## config.mk

```make
export PLATFORM = sky130hd
export DESIGN_NAME = tsmie_slave_timer
export DESIGN_NICKNAME = d
export VERILOG_FILES = /design/src/hw/tsmie_pin_sync.v /design/src/hw/tsmie_slave_timer.v
export VERILOG_INCLUDE_DIRS = /design/src /design/src/hw
export SDC_FILE = /design/constraint.sdc
export NUM_CORES = 1
export LEC_CHECK = 0
export BUFFER_PORTS_ARGS = -buffer_cell sky130_fd_sc_hd__buf_2
export CAP_MARGIN = 20
export CORE_ASPECT_RATIO = 1.1
export CORE_UTILIZATION = 40
export DETAILED_ROUTE_END_ITERATION = 12
export PLACE_DENSITY_LB_ADDON = 0.12
export SYNTH_ARGS = -nofsm -noshare
export SYNTH_HDL_FRONTEND = slang
export SYNTH_HIERARCHICAL = 1
export SYNTH_SLANG_ARGS = --single-unit
```

## constraint.sdc

```tcl
create_clock -name core_clk -period 4.6 [get_ports core_clk]
set_input_delay 0.23 -clock core_clk [delete_from_list [all_inputs] [get_ports core_clk]]
set_output_delay 0.23 -clock core_clk [all_outputs]
set_load 0.01 [all_outputs]
```

## src/hw/tsmie_defs.vh

```
// constants of the slave-mode controller and interrupt/dma enable bank
//
// Overview of operation
// - trigger source code 0-3 picks master links, 4 ch1 edge, 5/6 filtered, 7 external
// - switch-select bit picks external input (0) or output-off signal (1) to clear outputs
// - slave mode 000 disables slave behaviour; trigger input leaves counter alone
// - reset mode 100: each trigger rising edge reinitializes the counter
// - suspend mode 101: counter advances only while trigger input is high
// - trigger mode 110: trigger rising edge raises a trigger event that starts counter
// - external clock mode 111: each trigger rising edge advances counter one step
// - enable bit 14 gates trigger dma request, resets to 0
// - enable bit 13 gates commutation dma request, resets to 0
// - enable bits 12..9 gate channel 4..1 dma requests, reset to 0
// - enable bit 8 gates overflow dma request, resets to 0
// - enable low byte gates break, trigger, commutation, ch4..1, overflow interrupts
// - enable bit 15 is reserved and reads as 0
// - trigger event is an active trigger edge, or any edge in suspend mode
// - commutation event is the load of buffered channel enable and control bits
`ifndef TSMIE_DEFS_VH
`define TSMIE_DEFS_VH

`define TSMIE_ADDR_STC       12'h000
`define TSMIE_ADDR_IDEN      12'h004
`define TSMIE_ADDR_STS       12'h008
`define TSMIE_ADDR_CTRL      12'h00c
`define TSMIE_ADDR_PERIOD    12'h010
`define TSMIE_ADDR_COUNT     12'h014

`define TSMIE_STC_MASK       16'h007f
`define TSMIE_IDEN_MASK      16'h7fff
`define TSMIE_STS_MASK       8'hff
`define TSMIE_PERIOD_RST     16'hffff

`define TSMIE_SMS_LSB        0
`define TSMIE_SMS_MSB        2
`define TSMIE_COSW_BIT       3
`define TSMIE_TIS_LSB        4
`define TSMIE_TIS_MSB        6
`define TSMIE_CTRL_EN_BIT    0

`define TSMIE_EV_OVF         0
`define TSMIE_EV_CH_LSB      1
`define TSMIE_EV_CH_MSB      4
`define TSMIE_EV_COMM        5
`define TSMIE_EV_TRIG        6
`define TSMIE_EV_BRK         7
`define TSMIE_DMA_LSB        8
`define TSMIE_DMA_MSB        14

`define TSMIE_SM_OFF         3'h0
`define TSMIE_SM_ENC_A       3'h1
`define TSMIE_SM_ENC_B       3'h2
`define TSMIE_SM_ENC_C       3'h3
`define TSMIE_SM_RESET       3'h4
`define TSMIE_SM_SUSPEND     3'h5
`define TSMIE_SM_TRIGGER     3'h6
`define TSMIE_SM_EXTCLK      3'h7

`define TSMIE_TIS_CH1EDGE    3'h4
`define TSMIE_TIS_FILT1      3'h5
`define TSMIE_TIS_FILT2      3'h6
`define TSMIE_TIS_EXT        3'h7

`define TSMIE_SYNC_W         4
`define TSMIE_PIN_EXT        0
`define TSMIE_PIN_BRK        1
`define TSMIE_PIN_ENCA       2
`define TSMIE_PIN_ENCB       3

`endif

```

## src/hw/tsmie_pin_sync.v

```verilog
// three-stage pin synchroniser that accepts a level once stages two and three agree
`timescale 1ns/10ps
`default_nettype none
module tsmie_pin_sync #(
  parameter WIDTH = 4
) (
  input  wire             core_clk, // kernel clock
  input  wire             rst_n,    // async reset, active low
  input  wire [WIDTH-1:0] pinIn,    // raw asynchronous pins
  output reg  [WIDTH-1:0] pinOut    // accepted level
);
  reg [WIDTH-1:0] stageOne;
  reg [WIDTH-1:0] stageTwo;
  reg [WIDTH-1:0] stageThree;

  genvar i;
  generate
    for (i = 0; i < WIDTH; i = i + 1) begin : gBit
      always @(posedge core_clk or negedge rst_n) begin
        if (!rst_n) begin
          stageOne[i]   <= 1'b0;
          stageTwo[i]   <= 1'b0;
          stageThree[i] <= 1'b0;
          pinOut[i]     <= 1'b0;
        end else begin
          stageOne[i]   <= pinIn[i];
          stageTwo[i]   <= stageOne[i];
          stageThree[i] <= stageTwo[i];
          // a one-cycle glitch past stage one never reaches the output
          if (stageTwo[i] == stageThree[i]) begin
            pinOut[i] <= stageThree[i];
          end
        end
      end
    end
  endgenerate
endmodule // tsmie_pin_sync
`default_nettype wire

```

## src/hw/tsmie_slave_timer.v

```verilog
// slave-mode controller, 16-bit counter and interrupt/dma enable bank with apb access
`timescale 1ns/10ps
`default_nettype none
`include "tsmie_defs.vh"
module tsmie_slave_timer (
  input  wire        core_clk,                 // kernel clock, 250 mhz
  input  wire        rst_n,                    // async reset, active low
  input  wire        psel,                     // apb select
  input  wire        penable,                  // apb access phase
  input  wire        pwrite,                   // apb direction
  input  wire [11:0] paddr,                    // apb byte address
  input  wire [31:0] pwdata,                   // apb write data
  output reg  [31:0] prdata,                   // apb read data
  output reg         pready,                   // apb ready
  output reg         pslverr,                  // apb error, unmapped address
  input  wire [3:0]  internalMasterSel,        // master timer links 0..3
  input  wire        ch1EdgeDetector,          // channel 1 raw edge detector
  input  wire        filteredInputOne,         // filtered channel input 1
  input  wire        filteredInputTwo,         // filtered channel input 2
  input  wire        externalTriggerInput,     // external trigger pin
  input  wire        breakInput,               // break pin, active high
  input  wire        encoderInA,               // quadrature pin a
  input  wire        encoderInB,               // quadrature pin b
  input  wire [3:0]  channelEvent,             // channel 4..1 compare/capture pulses
  input  wire        commutationLoad,          // buffered enables copied to active
  input  wire [3:0]  channelRawCompareOutput,  // raw compare outputs 4..1
  input  wire        channelOutputOffSignal,   // dedicated output-off signal
  output reg  [3:0]  channelCompareOutput,     // compare outputs after clearing
  output reg  [15:0] counterValue,             // counter value
  output reg         slaveTriggerInput,        // selected trigger, registered
  output reg         irq,                      // level interrupt
  output reg  [6:0]  dmaRequest                // ovf, ch1..4, commutation, trigger
);
  reg  [15:0] slaveTriggerControl;
  reg  [15:0] interruptDmaEnable;
  reg  [7:0]  eventStatus;
  reg         counterEnable;
  reg  [15:0] periodValue;
  reg         trigPrev;
  reg         encAPrev;
  reg         encBPrev;
  reg  [15:0] next_counterValue;
  reg         next_counterEnable;
  reg         next_overflow;
  reg         next_trigEvent;
  reg         next_trigSel;
  reg         stepUp;
  reg         stepDown;
  reg  [31:0] next_prdata;
  reg         next_pslverr;

  wire [`TSMIE_SYNC_W-1:0] pinSync;
  wire [2:0] slaveModeSelect    = slaveTriggerControl[`TSMIE_SMS_MSB:`TSMIE_SMS_LSB];
  wire [2:0] triggerSourceSelect = slaveTriggerControl[`TSMIE_TIS_MSB:`TSMIE_TIS_LSB];
  wire       outputClearSwitchSelect = slaveTriggerControl[`TSMIE_COSW_BIT];
  wire       extSync = pinSync[`TSMIE_PIN_EXT];
  wire       brkSync = pinSync[`TSMIE_PIN_BRK];
  wire       encA    = pinSync[`TSMIE_PIN_ENCA];
  wire       encB    = pinSync[`TSMIE_PIN_ENCB];
  wire       apbAccess = psel & penable & pready;
  wire       apbWrite  = apbAccess & pwrite;
  wire [7:0] eventNow;

  // true when the apb address hits the given register word
  function hit;
    input [11:0] addr;
    input [11:0] reg_addr;
    begin
      hit = (addr == reg_addr);
    end
  endfunction

  tsmie_pin_sync #(
    .WIDTH(`TSMIE_SYNC_W)
  ) uPinSync (
    .core_clk (core_clk),
    .rst_n    (rst_n),
    .pinIn    ({encoderInB, encoderInA, breakInput, externalTriggerInput}),
    .pinOut   (pinSync)
  );

  // trigger source selection
  always @* begin
    if (triggerSourceSelect == `TSMIE_TIS_EXT) begin
      next_trigSel = extSync;
    end else if (triggerSourceSelect == `TSMIE_TIS_FILT2) begin
      next_trigSel = filteredInputTwo;
    end else if (triggerSourceSelect == `TSMIE_TIS_FILT1) begin
      next_trigSel = filteredInputOne;
    end else if (triggerSourceSelect == `TSMIE_TIS_CH1EDGE) begin
      next_trigSel = ch1EdgeDetector;
    end else begin
      next_trigSel = internalMasterSel[triggerSourceSelect[1:0]];
    end
  end

  wire trigRise = slaveTriggerInput & ~trigPrev;
  wire trigAny  = slaveTriggerInput ^ trigPrev;

  // quadrature steps: a counts on b edges, b on a edges, c on both
  always @* begin
    stepUp   = 1'b0;
    stepDown = 1'b0;
    if ((slaveModeSelect == `TSMIE_SM_ENC_A) || (slaveModeSelect == `TSMIE_SM_ENC_C)) begin
      if (encB != encBPrev) begin
        stepUp   = (encB ^ encA);
        stepDown = ~(encB ^ encA);
      end
    end
    if ((slaveModeSelect == `TSMIE_SM_ENC_B) || (slaveModeSelect == `TSMIE_SM_ENC_C)) begin
      if (encA != encAPrev) begin
        stepUp   = ~(encA ^ encB);
        stepDown = encA ^ encB;
      end
    end
  end

  // counter and slave mode behaviour
  always @* begin
    next_counterValue  = counterValue;
    next_counterEnable = counterEnable;
    next_overflow      = 1'b0;
    next_trigEvent     = 1'b0;
    if (apbWrite && hit(paddr, `TSMIE_ADDR_CTRL)) begin
      next_counterEnable = pwdata[`TSMIE_CTRL_EN_BIT];
    end
    // suspend mode treats either edge as a trigger event, others the rising one
    if (slaveModeSelect == `TSMIE_SM_SUSPEND) begin
      next_trigEvent = trigAny;
    end else begin
      next_trigEvent = trigRise;
    end
    case (slaveModeSelect)
      `TSMIE_SM_OFF: begin
        // slave behaviour off: the trigger only flags events, never touches the count
        next_counterEnable = next_counterEnable;
      end
      `TSMIE_SM_TRIGGER: begin
        if (trigRise) begin
          next_counterEnable = 1'b1;
        end
      end
      default: begin
        next_counterEnable = next_counterEnable;
      end
    endcase
    if (counterEnable) begin
      case (slaveModeSelect)
        `TSMIE_SM_ENC_A, `TSMIE_SM_ENC_B, `TSMIE_SM_ENC_C: begin
          if (stepUp) begin
            if (counterValue == periodValue) begin
              next_counterValue = 16'h0000;
              next_overflow     = 1'b1;
            end else begin
              next_counterValue = counterValue + 16'h0001;
            end
          end else if (stepDown) begin
            if (counterValue == 16'h0000) begin
              next_counterValue = periodValue;
              next_overflow     = 1'b1;
            end else begin
              next_counterValue = counterValue - 16'h0001;
            end
          end
        end
        `TSMIE_SM_SUSPEND: begin
          if (slaveTriggerInput) begin
            if (counterValue == periodValue) begin
              next_counterValue = 16'h0000;
              next_overflow     = 1'b1;
            end else begin
              next_counterValue = counterValue + 16'h0001;
            end
          end
        end
        `TSMIE_SM_EXTCLK: begin
          if (trigRise) begin
            if (counterValue == periodValue) begin
              next_counterValue = 16'h0000;
              next_overflow     = 1'b1;
            end else begin
              next_counterValue = counterValue + 16'h0001;
            end
          end
        end
        default: begin
          if (counterValue == periodValue) begin
            next_counterValue = 16'h0000;
            next_overflow     = 1'b1;
          end else begin
            next_counterValue = counterValue + 16'h0001;
          end
        end
      endcase
    end
    // reinitialization wins over counting; it also marks an overflow event
    if ((slaveModeSelect == `TSMIE_SM_RESET) && trigRise) begin
      next_counterValue = 16'h0000;
      next_overflow     = 1'b1;
    end
  end

  assign eventNow = {brkSync, next_trigEvent, commutationLoad, channelEvent, next_overflow};

  always @(posedge core_clk or negedge rst_n) begin
    if (!rst_n) begin
      counterValue      <= 16'h0000;
      counterEnable     <= 1'b0;
      slaveTriggerInput <= 1'b0;
      trigPrev          <= 1'b0;
      encAPrev          <= 1'b0;
      encBPrev          <= 1'b0;
    end else begin
      counterValue      <= next_counterValue;
      counterEnable     <= next_counterEnable;
      slaveTriggerInput <= next_trigSel;
      trigPrev          <= slaveTriggerInput;
      encAPrev          <= encA;
      encBPrev          <= encB;
    end
  end

  // register file writes; a hardware event wins over a write-one clear
  always @(posedge core_clk or negedge rst_n) begin
    if (!rst_n) begin
      slaveTriggerControl <= 16'h0000;
      interruptDmaEnable  <= 16'h0000;
      eventStatus         <= 8'h00;
      periodValue         <= `TSMIE_PERIOD_RST;
    end else begin
      if (apbWrite && hit(paddr, `TSMIE_ADDR_STC)) begin
        slaveTriggerControl <= pwdata[15:0] & `TSMIE_STC_MASK;
      end
      if (apbWrite && hit(paddr, `TSMIE_ADDR_IDEN)) begin
        interruptDmaEnable <= pwdata[15:0] & `TSMIE_IDEN_MASK;
      end
      if (apbWrite && hit(paddr, `TSMIE_ADDR_PERIOD)) begin
        periodValue <= pwdata[15:0];
      end
      if (apbWrite && hit(paddr, `TSMIE_ADDR_STS)) begin
        eventStatus <= (eventStatus & ~pwdata[7:0]) | eventNow;
      end else begin
        eventStatus <= eventStatus | eventNow;
      end
    end
  end

  // outputs, all registered
  always @(posedge core_clk or negedge rst_n) begin
    if (!rst_n) begin
      irq                  <= 1'b0;
      dmaRequest           <= 7'h00;
      channelCompareOutput <= 4'h0;
    end else begin
      irq <= |(eventStatus & interruptDmaEnable[`TSMIE_EV_BRK:`TSMIE_EV_OVF]);
      dmaRequest <= eventNow[`TSMIE_EV_TRIG:`TSMIE_EV_OVF] &
                    interruptDmaEnable[`TSMIE_DMA_MSB:`TSMIE_DMA_LSB];
      if (outputClearSwitchSelect) begin
        channelCompareOutput <= channelRawCompareOutput & {4{~channelOutputOffSignal}};
      end else begin
        channelCompareOutput <= channelRawCompareOutput & {4{~extSync}};
      end
    end
  end

  // read mux
  always @* begin
    next_prdata  = 32'h0000_0000;
    next_pslverr = 1'b0;
    if (hit(paddr, `TSMIE_ADDR_STC)) begin
      next_prdata[15:0] = slaveTriggerControl;
    end else if (hit(paddr, `TSMIE_ADDR_IDEN)) begin
      next_prdata[15:0] = interruptDmaEnable;
    end else if (hit(paddr, `TSMIE_ADDR_STS)) begin
      next_prdata[7:0] = eventStatus;
    end else if (hit(paddr, `TSMIE_ADDR_CTRL)) begin
      next_prdata[`TSMIE_CTRL_EN_BIT] = counterEnable;
    end else if (hit(paddr, `TSMIE_ADDR_PERIOD)) begin
      next_prdata[15:0] = periodValue;
    end else if (hit(paddr, `TSMIE_ADDR_COUNT)) begin
      next_prdata[15:0] = counterValue;
    end else begin
      next_pslverr = 1'b1;
    end
  end

  // one wait state keeps pready and prdata straight from flip-flops
  always @(posedge core_clk or negedge rst_n) begin
    if (!rst_n) begin
      pready  <= 1'b0;
      pslverr <= 1'b0;
      prdata  <= 32'h0000_0000;
    end else begin
      pready  <= psel & penable & ~pready;
      pslverr <= psel & penable & ~pready & next_pslverr;
      if (psel && penable && !pready && !pwrite) begin
        prdata <= next_prdata;
      end
    end
  end
endmodule // tsmie_slave_timer
`default_nettype wire

```

==> impl_metrics.ini, run 1 <==
[worst_hold_path]
hold_depth = 2
hp-class = in -> reg

[sta]
max_freq_ghz = 0.327
finalMaxSlewViolations = 0
clock_skew_ps = 16.7
max_slew.worst_pin.slew_ps = 1080
max-slew-margin-rel_pct = 27.3
setup_tns_ps = 0
finalSetupViolations = 0
final_hold_viol_count = 0
period_share_pct = 66.4
hold_ws_ps = 9.64
rsz0062_at_grt = false
fin_crit_ps = 3050

[placed_design]
hpwl_microns = 12000
finalWeightedCongestion = 0.896
port_buffers = 100

[cells_and_area]
drive_gt1_share_pct = 29.4
num-nets-final = 769
diodes = 0
nFillCells = 1386
area_growth_pct = 18.9

[die]
die_w_microns = 120
rows = 46
coreArea_sq_um = 14600
io_pins = 133
start_util_pct = 41.6
die-area_sq_um = 15700
die_h_microns = 131

[route]
drc_errors = 0
wl_per_cell_microns = 18.7
viasPerCell = 5.57
drt_wl_total_microns = 16800
drt-pass1-iter-count = 5
vias = 5014
drtIter0Drc = 327
ant_nets = 0

[worst_setup_path]
critPathLaunchType = register
r2r_cells = 7
end_kind = register
critPathMaxFanout = 15
worst_ep_required_time_ps = 4940
worstPathArrival_ps = 3390
path_class = reg -> reg

[job]
maxCapViolCount = 0

[clock_network]
cts_sinks = 113
ctsLongestPathBuffers = 2
path_clk_slew_ps = 60
cts_buffers = 17
clk_latency_ps = 420
cts_tree = yes
cts_resized = 0
htree_levels = 4
cts-root-buf = clkbuf_16

[yosys]
synth_warnings = 6
seq_area_frac_synth_pct = 46.8
ys_ff_latch = 113
synthCells = 609
synth-edff-count = 0
dominantRegCellSynth = dfrtp_1
synth.distinct_cells = 64
synth_area_sq_um = 6080
avgSynthCellArea_sq_um = 9.99
synthArstFlopShare_pct = 100

[grt]
grt_max_degree = 69
grt.overflow.total = 0
grt_pass1_vias = 5041
grt_usage_pct = 22.4
grt_antenna_before_repair = 0
grt_pass1_wl_microns = 27200

[status]
status = complete, no violations

[power_and_ir_drop]
p_leak_nw = 3.43
ir_worst_vdd_uv = 217
power.density_nw_per_um2 = 328
-- path summary, 6_finish.rpt --
| kind | start | endpoint | slack (ps) |
|---|---|---|---|
| worst max register to register | slaveTriggerInput | counterValue[3] | 1550 |
| worst min-delay path | channelEvent[3] | eventStatus[4] | 10 |
| max in group asynchronous | rst_n | counterValue[3] | 2920 |
| worst min register to register | uPinSync/stageOne[3] | uPinSync/stageTwo[3] | 350 |
| worst max-delay path | slaveTriggerInput | counterValue[3] | 1550 |
| min in group asynchronous | rst_n | uPinSync/stageTwo[2] | 480 |
-- per-stage QoR --
step | utilization [%] | power (mW) | cells | cell area [sq um] | setup slack (ps)
detailed placement | 45.3 | 1.16 | 862 | 6620 | 1570
global placement | 45.3 | 1.16 | 862 | 6620 | 1650
finish | 49.5 | 2.38 | 900 | 7240 | 1550
global route | 49.5 | 2.47 | 900 | 7240 | 1240
CTS | 49.4 | 2.40 | 899 | 7230 | 1550
floorplan | - | 1.10 | 624 | 6140 | 2390
-- critical path, stage by stage, from the launching register on --
cell	delay (ps)
dfrtp_1	390
ha_1	230
nand2_1	80
nor3_1	450
o32a_1	570
nand4_1	640
a311o_1	510
nand4_1	90
-- routing by layer --
layer | GRT usage [%] | up-vias | routed length, microns
met5 | 0 | - | 0
met4 | 10.1 | 0 | 359
met3 | 3.52 | 25 | 784
met2 | 36.1 | 181 | 8060
met1 | 29.5 | 2477 | 7620
li1 | - | 2331 | -
-- cells in the mapped netlist (all sizes together) (16+ instances only) --
library cell	n	area (sq um)
clkbuf	26	97.6
xnor2	23	201
dfrtp	97	2430
nor2	45	169
nand4	16	100
dfstp	16	420
nand2	68	255
buf	31	194
nand3	25	125
a21oi	19	95.1
o21ai	19	95.1
mux2	44	495
-- registers in the layout, summed over array words and instances, names as in the netlist, 4 cells and up --
signal,count
counterValue,16
interruptDmaEnable,15
uPinSync/stageThree,4
eventStatus,8
periodValue,16
dmaRequest,7
uPinSync/stageOne,4
channelCompareOutput,4
uPinSync/pinOut,4
slaveTriggerControl,7
uPinSync/stageTwo,4
prdata,16
-- cell families (layout without fill, tap and decap cells) --
family	after synthesis	after routing	synth area share [%]
xor gates and xnor gates	29	29	4.17
DFF	113	113	46.8
other	1	16	0.0616
and+or+nand+nor	212	212	16.9
muxes	54	54	10.4
AOI/OAI and AO/OA	123	123	14.6
buffers and inverters	69	153	5.53
adders and majority gates	8	8	1.56
-- final cells by class --
cell class | count | area (sq um) | share of cell area, %
repair buffers | 109 | 587 | 8.11
multi-input cells | 442 | 2970 | 41.0
inverters | 12 | 45.0 | 0.622
well taps | 192 | 240 | 3.32
flip-flops and latches | 113 | 2850 | 39.3
clock buffers | 22 | 464 | 6.41
clock inverters | 10 | 87.6 | 1.21
-- power breakdown --
part	switching [mW]	internal [mW]
combinational	0.0808	0.0464
sequential	0.0111	1.01
clock	0.460	0.766
-- repair_timing --
action,4_1_cts,5_1_grt
setup buffers,0,0
hold buffers,5,0
endpoints found under the setup margin,0,0
endpoints found under the hold margin,64,0
-- cell usage in the layout (no fill, tap or decap), drive strengths merged, types with 10 or more instances in the layout --
cell / n
buf: 104
dfrtp: 97
nand2: 68
nor2: 45
mux2: 44
nand3: 25
xnor2: 23
clkbuf: 22
a21oi: 19
o21ai: 19
nand4: 16
conb: 16
dfstp: 16
and2: 13
a21o: 13
inv: 12
nor3: 10
Power figures use the tool's default switching activity.
==> run 2, diff against run 1 <==
==> constraint.sdc (replaced) <==
create_clock -name core_clk -period 2.65 [get_ports core_clk]
set_input_delay 0.1325 -clock core_clk [delete_from_list [all_inputs] [get_ports core_clk]]
set_output_delay 0.1325 -clock core_clk [all_outputs]
set_load 0.01 [all_outputs]
==> run 2 against run 1 <==
Compared with the run above:
- sequential share of layout area decreased by 2.2 points
- non-clock buffer count increased by 49
- hold slack improved by 3.3 ps
- final area increased by 6.1%
- register-to-register slack got worse by 1300 ps
- clock skew decreased by 8.5 ps
- clock power increased by 71%
- largest cell class unchanged
==> impl_metrics.ini, run 2 (synthesis results as in run 1) <==
[status]
status = complete, no violations

[cells_and_area]
final_common_cell = buf_2
num-nets-final = 818
area_growth_pct = 26.1
reg_top3 = counterValue (16), periodValue (16), prdata (16)
drive_gt1_share_pct = 32.0
diodes = 0
layout_common_cells = buf_2 (99), dfrtp_1 (97), nand2_1 (68)
final-instance-count-excl-fill = 949

[worst_hold_path]
min_from = pwdata[7]
hold_depth = 2
hp-class = in -> reg
hold_path_end = periodValue[7]

[sta]
finalMaxSlewViolations = 0
max-slew-margin-rel_pct = 56.1
setup_tns_ps = 0
max_freq_ghz = 0.419
finalSetupViolations = 0
setup_ws_ps = 263
fin_crit_ps = 2390
final_hold_viol_count = 0
max_slew.worst_pin.slew_ps = 654
rsz0062_at_grt = false
period_share_pct = 90.1
clock_skew_ps = 8.21

[worst_setup_path]
critPathMaxFanout = 9
r2r_cells = 5
worst_ep_required_time_ps = 2940
end_kind = register
worstPathArrival_ps = 2680
reg2reg_slack_ps = 260
reg2reg_from = counterValue[0]
critPathLaunchType = register
path_class = reg -> reg
r2r_end = counterValue[13]

[grt]
grt_antenna_before_repair = 0
grt_max_degree = 48
grt_pass1_vias = 5313
grt_pass1_wl_microns = 28400
grt.overflow.total = 0
grt_usage_pct = 23.4

[clock_network]
cts_buffers = 17
cts_sinks = 113
cts_resized = 0
cts-root-buf = clkbuf_16
clk_latency_ps = 410
htree_levels = 4
ctsLongestPathBuffers = 2
cts_tree = yes
path_clk_slew_ps = 50

[placed_design]
hpwl_microns = 12900
finalWeightedCongestion = 0.900
place_inst = 896
port_buffers = 100
dp_worst_setup_slack_ps = 284

[route]
drc_errors = 0
vias = 5243
drt_wl_total_microns = 17300
drt-pass1-iter-count = 5
viasPerCell = 5.52
ant_nets = 0
drtIter0Drc = 313
wl_per_cell_microns = 18.3

[die]
start_util_pct = 41.6
die_h_microns = 131
coreArea_sq_um = 14600
die-area_sq_um = 15700
io_pins = 133
rows = 46
die_w_microns = 120

[job]
maxCapViolCount = 0

[power_and_ir_drop]
ir_worst_vdd_uv = 383
p_leak_nw = 3.66
power.density_nw_per_um2 = 537
## run 2: worst max path at each step
stage | from | endpoint | cells past startpoint
after floorplan | counterValue[0] | counterValue[13] | 6
after global placement | periodValue[11] | counterValue[11] | 7
after detailed placement | counterValue[0] | counterValue[13] | 5
after CTS | counterValue[0] | counterValue[13] | 5
after global routing | counterValue[6] | dmaRequest[0] | 7
final | counterValue[0] | counterValue[13] | 5
## run 2: layout make-up
type	instances	area, sq um
sequential	113	2850
timing repair buffer	158	1030
inverter	12	45.0
multi-input combinational	442	2970
fill	1357	6940
clock buffer	19	433
clock inverter	13	115
tap	192	240
## run 2: where the power goes
part | switching (mW) | internal (mW)
combinational | 0.146 | 0.103
sequential | 0.0203 | 1.76
clock | 0.815 | 1.28
## run 2: critical path, cell delays in order (launching register included)
cell,delay (ps)
dfrtp_1,490
or4_1,660
or4_1,470
o21ai_0,260
a211oi_2,120
a221o_1,260
## run 2: what timing repair did
action,in CTS,in global routing
hold buffers,21,0
hold endpoints to repair,67,0
buffers inserted,0,0
## run 2: per-stage QoR
| step | total power, mW | hold WS (ps) | area [sq um] | utilization (%) |
|---|---|---|---|---|
| finish | 4.12 | 12.9 | 7670 | 52.5 |
| global route | 4.29 | 0.630 | 7670 | 52.5 |
| CTS | 4.17 | 1.47 | 7670 | 52.5 |
| detailed placement | 2.03 | 204 | 6920 | 47.3 |
| global placement | 2.02 | 187 | 6920 | 47.3 |
| floorplan | 1.92 | -163 | 6140 | - |
## run 2: routing by layer
metal / routed length [microns] / part of all wire, % / up-vias / global-route usage, %
li1: - / - / 2444 / -
met2: 8550 / 49 / 152 / 38.1
met4: 240 / 1.4 / 0 / 7.22
met5: 0 / 0 / - / 0
met1: 7840 / 45 / 2624 / 31.1
met3: 691 / 4.0 / 23 / 4.64
